File: config.mk
export PLATFORM = sky130hd
export DESIGN_NAME = octal_driver_spi_frame
export DESIGN_NICKNAME = d
export VERILOG_FILES = /design/src/hw/drv_pkg.sv /design/src/hw/frame_if.sv /design/src/hw/frame_shifter.sv /design/src/hw/octal_driver_spi_frame.sv
export SDC_FILE = /design/constraint.sdc
export NUM_CORES = 1
export LEC_CHECK = 0
export BUFFER_PORTS_ARGS = -buffer_cell sky130_fd_sc_hd__clkbuf_2
export CORE_MARGIN = 1.5
export CORE_UTILIZATION = 40
export CTS_CLUSTER_DIAMETER = 40
export DETAILED_ROUTE_END_ITERATION = 6
export SYNTH_ARGS = -nofsm -noshare
export SYNTH_HDL_FRONTEND = slang
export SYNTH_SLANG_ARGS = --single-unit
File: constraint.sdc
create_clock -name mclk -period 4.1 [get_ports mclk]
set_input_delay 0.205 -clock mclk [delete_from_list [all_inputs] [get_ports mclk]]
set_output_delay 0.205 -clock mclk [all_outputs]
set_load 0.03 [all_outputs]
File: src/hw/drv_pkg.sv
// Constants and types for the octal driver serial frame logic.
// Assumes one mclk domain; no process or wire lives here.
package drv_pkg;
  localparam int unsigned WORD_W      = 16;
  localparam int unsigned NCH         = 8;
  localparam int unsigned NPAR        = 4;
  localparam int unsigned NPAIR       = 4;
  localparam int unsigned CNT_W       = 4;
  localparam int unsigned SYNC_W      = 30;
  // Command word fields
  localparam int unsigned CMD_EN_LO   = 0;
  localparam int unsigned CMD_OL_LO   = 8;
  // Response word fields
  localparam int unsigned RSP_TW      = 0;
  localparam int unsigned RSP_DRV_LO  = 1;
  localparam int unsigned RSP_PAR_LO  = 9;
  localparam int unsigned RSP_SPARE_LO = 13;
  localparam int unsigned RSP_SPARE_W = 2;
  localparam int unsigned RSP_SUP     = 15;
  // Channels 5 to 8 sit at index 4 to 7
  localparam int unsigned PAR_CH_LO   = 4;
  // Reset values
  localparam logic [WORD_W-1:0] CMD_RST = 16'h0000;
  localparam logic [WORD_W-1:0] RSP_RST = 16'h0000;
  localparam logic [CNT_W-1:0]  CNT_ZERO = 4'h0;
  localparam logic [CNT_W-1:0]  CNT_ONE  = 4'h1;
  localparam logic [SYNC_W-1:0] SYNC_RST = 30'h0000_0000;

  typedef enum logic [1:0]
  {
    IDLE  = 2'b01,
    SHIFT = 2'b10
  } frame_state_t;
endpackage : drv_pkg

File: src/hw/frame_if.sv
// Bundle between the frame core and its serial shifter.
// Assumes both ends run on mclk and share one reset.
`timescale 1ns/1ps
interface frame_if;
  import drv_pkg::*;
  logic              ce;
  logic              sclk;
  logic              sel_n;
  logic              sdi;
  logic [WORD_W-1:0] status_word;
  logic [WORD_W-1:0] rx_word;
  logic              frame_valid;
  logic              sdo;
  logic              sdo_oe;

  modport core
  (
    output ce, sclk, sel_n, sdi, status_word,
    input  rx_word, frame_valid, sdo, sdo_oe
  );
  modport shifter
  (
    input  ce, sclk, sel_n, sdi, status_word,
    output rx_word, frame_valid, sdo, sdo_oe
  );
endinterface : frame_if

File: src/hw/frame_shifter.sv
// Serial shifter: 16-bit frames, length check, response shift-out.
// Assumes sclk, sel_n and sdi arrive already synchronised to mclk.
`timescale 1ns/1ps
module frame_shifter
(
  // Clock and reset
  input wire logic mclk,
  input wire logic sys_rst,
  // Link to core
  frame_if.shifter fr
);
  import drv_pkg::*;

  frame_state_t      state_q;
  frame_state_t      state_d;
  logic              sclk_p_q;
  logic              sel_n_p_q;
  logic              in_bit_q;
  logic [WORD_W-1:0] sr_q;
  logic [CNT_W-1:0]  bits_q;
  logic              seen_q;
  logic              valid_q;
  logic              oe_q;

  wire sel_fall = sel_n_p_q & ~fr.sel_n;
  wire sel_rise = ~sel_n_p_q & fr.sel_n;
  wire clk_rise = ~sclk_p_q & fr.sclk & ~fr.sel_n;
  wire clk_fall = sclk_p_q & ~fr.sclk & ~fr.sel_n;
  wire in_shift = (state_q == SHIFT);
  // Multiple of 16 bits, and clock low at deselect
  wire valid_d  = in_shift & sel_rise & seen_q & (bits_q == CNT_ZERO)
                  & ~fr.sclk;

  always_comb
  begin
    state_d = state_q;
    case (state_q)
      IDLE:    if (sel_fall) state_d = SHIFT;
      SHIFT:   if (sel_rise) state_d = IDLE;
      default: state_d = IDLE;
    endcase
  end

  always_ff @(posedge mclk)
  begin
    if (sys_rst)
    begin
      state_q   <= IDLE;
      sclk_p_q  <= 1'b0;
      sel_n_p_q <= 1'b1;
      oe_q      <= 1'b0;
      valid_q   <= 1'b0;
    end
    else if (fr.ce)
    begin
      state_q   <= state_d;
      sclk_p_q  <= fr.sclk;
      sel_n_p_q <= fr.sel_n;
      oe_q      <= ~fr.sel_n;
      valid_q   <= valid_d;
    end
  end

  // Shifting through one register passes earlier bits on, for chaining
  always_ff @(posedge mclk)
  begin
    if (sys_rst)
    begin
      sr_q     <= RSP_RST;
      in_bit_q <= 1'b0;
    end
    else if (fr.ce)
    begin
      if (sel_fall && !in_shift)
        sr_q <= fr.status_word;
      else if (clk_fall && in_shift)
        sr_q <= {in_bit_q, sr_q[WORD_W-1:1]};
      if (clk_rise)
        in_bit_q <= fr.sdi;
    end
  end

  always_ff @(posedge mclk)
  begin
    if (sys_rst)
    begin
      bits_q <= CNT_ZERO;
      seen_q <= 1'b0;
    end
    else if (fr.ce)
    begin
      if (sel_fall)
      begin
        bits_q <= CNT_ZERO;
        seen_q <= 1'b0;
      end
      else if (clk_rise && in_shift)
      begin
        bits_q <= bits_q + CNT_ONE;
        seen_q <= 1'b1;
      end
    end
  end

  assign fr.rx_word     = sr_q;
  assign fr.frame_valid = valid_q;
  assign fr.sdo         = sr_q[0];
  assign fr.sdo_oe      = oe_q;
endmodule : frame_shifter

File: src/hw/octal_driver_spi_frame.sv
// Command and status frame core for an eight-channel power driver.
// Assumes pins are asynchronous to mclk; sclk well below mclk/4.
`timescale 1ns/1ps
module octal_driver_spi_frame
(
  // Clock, reset, enable
  input  wire logic                      mclk,
  input  wire logic                      sys_rst,
  input  wire logic                      ce,
  // Serial port pins
  input  wire logic                      sclk,
  input  wire logic                      frame_select_n,
  input  wire logic                      sdi,
  output wire logic                      sdo,
  output wire logic                      sdo_oe,
  // Parallel control inputs
  input  wire logic                      parallel_input_ch5,
  input  wire logic                      parallel_input_ch6,
  input  wire logic                      parallel_input_ch7,
  input  wire logic                      parallel_input_ch8,
  // Fault sense from the analog side
  input  wire logic [drv_pkg::NCH-1:0]   open_load_det,
  input  wire logic [drv_pkg::NCH-1:0]   over_current_det,
  input  wire logic [drv_pkg::NPAIR-1:0] thermal_warning_flag,
  input  wire logic [drv_pkg::NPAIR-1:0] thermal_shutdown_det,
  input  wire logic                      load_supply_fault,
  // Driver controls
  output wire logic [drv_pkg::NCH-1:0]   driver_on,
  output wire logic [drv_pkg::NCH-1:0]   open_load_en
);
  import drv_pkg::*;

  function automatic logic [NCH-1:0] pair_to_ch(input logic [NPAIR-1:0] p);
    logic [NCH-1:0] c;
    c = '0;
    for (int i = 0; i < NPAIR; i++)
    begin
      c[2*i]   = p[i];
      c[2*i+1] = p[i];
    end
    return c;
  endfunction : pair_to_ch

  function automatic logic [NPAIR-1:0] pair_any(input logic [NCH-1:0] c);
    logic [NPAIR-1:0] p;
    p = '0;
    for (int i = 0; i < NPAIR; i++)
      p[i] = c[2*i] | c[2*i+1];
    return p;
  endfunction : pair_any

  frame_if fr ();

  // Two-stage synchronisers; stage one feeds stage two only
  // Select resets high, its idle level, so no false fall follows reset
  logic              sel_m_q;
  logic              sel_s_q;
  logic [SYNC_W-1:0] sync_m_q;
  logic [SYNC_W-1:0] sync_s_q;
  wire  [SYNC_W-1:0] sync_raw =
  {
    sclk, sdi,
    parallel_input_ch8, parallel_input_ch7,
    parallel_input_ch6, parallel_input_ch5,
    open_load_det, over_current_det,
    thermal_warning_flag, thermal_shutdown_det
  };

  always_ff @(posedge mclk)
  begin
    if (sys_rst)
    begin
      sel_m_q  <= 1'b1;
      sel_s_q  <= 1'b1;
      sync_m_q <= SYNC_RST;
      sync_s_q <= SYNC_RST;
    end
    else if (ce)
    begin
      sel_m_q  <= frame_select_n;
      sel_s_q  <= sel_m_q;
      sync_m_q <= sync_raw;
      sync_s_q <= sync_m_q;
    end
  end

  // Supply flag synchronised on its own
  logic sup_m_q;
  logic sup_s_q;

  always_ff @(posedge mclk)
  begin
    if (sys_rst)
    begin
      sup_m_q <= 1'b0;
      sup_s_q <= 1'b0;
    end
    else if (ce)
    begin
      sup_m_q <= load_supply_fault;
      sup_s_q <= sup_m_q;
    end
  end

  logic             sclk_s;
  logic             sdi_s;
  logic [NPAR-1:0]  par_s;
  logic [NCH-1:0]   ol_s;
  logic [NCH-1:0]   oc_s;
  logic [NPAIR-1:0] tw_s;
  logic [NPAIR-1:0] tsd_s;

  assign {sclk_s, sdi_s, par_s, ol_s, oc_s, tw_s, tsd_s} = sync_s_q;

  // State
  logic [WORD_W-1:0] cmd_q;
  logic [NCH-1:0]    driver_on_q;
  logic [NCH-1:0]    open_load_en_q;
  logic [NCH-1:0]    oc_q;
  logic [NPAIR-1:0]  tsd_q;
  logic              sup_q;
  logic [NPAR-1:0]   par_cap_q;

  // Decode of the frame just accepted
  wire [WORD_W-1:0] rx      = fr.rx_word;
  wire              valid   = fr.frame_valid;
  wire [NCH-1:0]    rx_en   = rx[CMD_EN_LO +: NCH];
  wire [WORD_W-1:0] cmd_d   = valid ? rx : cmd_q;

  // Driver gating
  wire [NCH-1:0]    tsd_ch   = pair_to_ch(tsd_q);
  wire [NCH-1:0]    blocked  = oc_q | tsd_ch;
  wire [NCH-1:0]    par_mask = {par_s, {PAR_CH_LO{1'b0}}};
  wire [NCH-1:0]    on_d     =
    (cmd_q[CMD_EN_LO +: NCH] | par_mask) & ~blocked;

  // Fault latches; a new fault wins over a clearing frame
  wire [NCH-1:0]    oc_set = oc_s & driver_on_q;
  wire [NCH-1:0]    oc_clr = {NCH{valid}} & ~rx_en;
  wire [NCH-1:0]    oc_d   = oc_set | (oc_q & ~oc_clr);
  wire [NPAIR-1:0]  tsd_clr = {NPAIR{valid}} & ~tsd_s & ~pair_any(rx_en);
  wire [NPAIR-1:0]  tsd_d   = tsd_s | (tsd_q & ~tsd_clr);
  wire              sup_d   = sup_s_q | (sup_q & ~valid);

  // Parallel input snapshot on a new shutdown-class fault
  wire              cap_evt = (|(oc_set & ~oc_q)) | (|(tsd_s & ~tsd_q));
  wire [NPAR-1:0]   cap_d   = cap_evt ? par_s : par_cap_q;
  wire [NPAR-1:0]   par_show = (|blocked) ? par_cap_q : par_s;

  // Open load only seen while off and enabled
  wire [NCH-1:0]    ol_rpt = ol_s & ~driver_on_q & open_load_en_q;
  wire [NCH-1:0]    drv_status = ol_rpt | blocked;
  wire [WORD_W-1:0] status =
  {
    sup_q, {RSP_SPARE_W{1'b0}}, par_show, drv_status, |tw_s
  };

  always_ff @(posedge mclk)
  begin
    if (sys_rst)
    begin
      cmd_q          <= CMD_RST;
      driver_on_q    <= '0;
      open_load_en_q <= '0;
    end
    else if (ce)
    begin
      cmd_q          <= cmd_d;
      driver_on_q    <= on_d;
      open_load_en_q <= cmd_q[CMD_OL_LO +: NCH];
    end
  end

  always_ff @(posedge mclk)
  begin
    if (sys_rst)
    begin
      oc_q      <= '0;
      tsd_q     <= '0;
      sup_q     <= 1'b0;
      par_cap_q <= '0;
    end
    else if (ce)
    begin
      oc_q      <= oc_d;
      tsd_q     <= tsd_d;
      sup_q     <= sup_d;
      par_cap_q <= cap_d;
    end
  end

  assign fr.ce          = ce;
  assign fr.sclk        = sclk_s;
  assign fr.sel_n       = sel_s_q;
  assign fr.sdi         = sdi_s;
  assign fr.status_word = status;

  frame_shifter u_shifter
  (
    .mclk    (mclk),
    .sys_rst (sys_rst),
    .fr      (fr.shifter)
  );

  assign sdo          = fr.sdo;
  assign sdo_oe       = fr.sdo_oe;
  assign driver_on    = driver_on_q;
  assign open_load_en = open_load_en_q;
endmodule : octal_driver_spi_frame

==> results.ini <==
[global_route]
grt_pass1_vias = 4582
antenna_found_initial = 0
grt_usage_pct = 19.6
overflow = 0
grt_max_degree = 106
grt_pass1_wl_um = 23100

[sta]
hold_viol = 0
max-slew-margin-rel_pct = 28.9
fmax_ghz = 0.461
clock_skew_ps = 7.51
finalSetupViolCount = 0
finalCritPeriodShare_pct = 52.9
worstMarginPinSlew_ps = 1070
final.setup.tns_ps = 0
rsz0062_at_grt = no
period_minus_slack_ps = 2170
drv_slew = 0

[routing]
via_per_inst = 5.43
drt-wirelength-per-cell_um = 16.2
drt_iter0_markers = 282
drc = 0
dr.pass1.iters = 5
antenna_left = 0
vias = 4725
drt-total-wl_um = 14100

[worst_setup_path]
worstPathCellList = and2b_1, nand3_1, nand4b_1, o41ai_2
start_kind = register
crit_arrival_ps = 2430
crit_fanout = 16
setup.worst_path.end_class = register
cp_slowest_cell = nand3_1
path_class = reg2reg
critPathMaxStageDelay_ps = 570
crit_family = simple AND/OR/NAND/NOR gates
rrSetupSlack_ps = 1930
critPathBufInv = 0
cp.required_ps = 4360

[finish]
drive_gt1_share_pct = 14.6
diodes = 0
final_common_cell = dfxtp_1
final_core_util_pct = 47.5
final_cell_mix = dfxtp_1, nor2_1, mux2i_1
syn_to_final_growth_pct = 17.0
fin_nets = 710
fill_cells = 1373
fin_area_mm2 = 0.00686

[floorplan]
core_mm2 = 0.0144
die-height_um = 124
row_count = 44
start_util_pct = 40.6
die_w_um = 124
dieArea_mm2 = 0.0154
pin_count = 53

[place]
gp_congestion = 0.872
place_area_mm2 = 0.00619
dp_hpwl_um = 9250
port_buffers = 52

[yosys]
synth_cell_types = 46
synthFlopType = dfxtp_1
netlist_instances = 641
synth_area_per_cell_um2 = 9.14
synth.net_count = 678
synth_enable_flop_cells = 0
synth_warnings = 0
yosysSeqAreaShare_pct = 48.2
async_flop_share_pct = 0
syn_area_mm2 = 0.00586
ys_seq_elements = 141

[power_and_ir_drop]
finalPower_w = 0.00331
powerDensity_mw_per_mm2 = 483
leakage_nw = 2.72
max-vdd-ir-drop_mv = 0.273

[clock_tree]
cts_resized = 0
clkSlewWorstSetupHoldPaths_ps = 60
cts_buffer_depth = 2
cts_root_buf = clkbuf_16
clkLatencyLatePin_ps = 420
htree_num_levels = 4
clock-sinks = 141
cts_made_buffers = 17
tritoncts = built

[flow_run]
cap_violations = 0

[worst_hold_path]
hold_path_class = in2reg

[status]
outcome = complete, no violations

-- per-stage QoR --
step	setup slack, ps	cells	hold slack, ps
2_1_floorplan	2600	641	327
3_3_place_gp	1910	837	432
3_5_place_dp	1850	837	419
4_1_cts	1920	870	9.86
5_1_grt	1780	870	26.5
6_report	1930	870	19.1
-- logic make-up (layout without fill, tap and decap cells) --
logic type | after synthesis | count (layout) | share of synthesized area (%)
buffers and inverters | 47 | 92 | 3.59
DFF | 141 | 141 | 48.2
and+or+nand+nor | 268 | 268 | 23.3
AOI/OAI and AO/OA | 107 | 107 | 11.5
adders and majority gates | 2 | 2 | 0.427
muxes | 76 | 76 | 13.1
-- synth_stat cells, drive strengths merged, types with 2 or more instances --
master | instances | area, um^2
mux2i | 72 | 721
o221ai | 9 | 78.8
dfxtp | 141 | 2820
nor2b | 8 | 50.1
nor2 | 98 | 370
nand4 | 15 | 93.8
o31ai | 4 | 30.0
nor3b | 5 | 37.5
nand2b | 18 | 123
nand4b | 5 | 50.0
and2 | 2 | 12.5
nand2 | 47 | 176
o211ai | 4 | 30.0
a211o | 2 | 17.5
nor3 | 11 | 55.1
o41ai | 4 | 65.1
o21bai | 2 | 15.0
and4 | 3 | 26.3
a22oi | 2 | 15.0
nand3 | 30 | 150
inv | 3 | 11.3
clkbuf | 17 | 63.8
a21oi | 59 | 295
and2b | 2 | 15.0
nor4 | 5 | 46.3
buf | 27 | 135
mux2 | 4 | 45.0
ha | 2 | 25.0
o21ai | 16 | 80.1
nand3b | 16 | 120
-- worst paths after layout --
path | start | to | cells past startpoint
hold reg to reg | cmd_q[14] | cmd_q[14] | 2
hold / removal | thermal_shutdown_det[0] | sync_m_q[0] | 3
setup reg to reg | u_shifter.sel_n_p_q | u_shifter.fr.rx_word[12] | 4
setup / recovery | u_shifter.sel_n_p_q | u_shifter.fr.rx_word[12] | 4
-- report_power, final --
| part | switching [W] | internal, W | total, W |
|---|---|---|---|
| logic | 0.000106 | 0.0000750 | 0.000181 |
| registers | 0.0000299 | 0.00141 | 0.00144 |
| clock network | 0.000569 | 0.00113 | 0.00170 |
| total | 0.000705 | 0.00261 | 0.00331 |
-- worst register-to-register path: cells and delay by family, from the launching register on --
kind | cells | cell delay, ps
compound gates | 1 | 100
flops | 1 | 480
simple gates | 3 | 1420
-- per-layer routing --
metal  global-route usage, %  share of wire [%]
met2                    31.8                 48
met3                    4.67                4.8
met1                    25.1                 46
met4                    7.74                1.8
met5                       0                  0
-- sequential cells by signal, summed over array words and instances, names as in the netlist, 2 cells and up --
name                  cells
sync_s_q                 30
oc_q                      8
tsd_q                     4
driver_on                 8
sync_m_q                 30
u_shifter.bits_q          4
cmd_q                    16
par_cap_q                 4
open_load_en              8
u_shifter.fr.rx_word     16
u_shifter.state_q         2
-- layout make-up --
cell class	count	area, um^2	area share (%)
clock buffer	22	474	6.91
clock inverter	10	185	2.70
inverter	3	11.3	0.164
multi-input combinational	453	2830	41.3
sequential	141	2820	41.2
tap	184	230	3.36
timing repair buffer	57	305	4.45
-- what timing repair did --
action	CTS	global route
hold endpoints to repair	1	0
hold buffers	1	0
setup buffers	0	0
setup endpoints to repair	0	0
(Power assumes the default switching activity.)
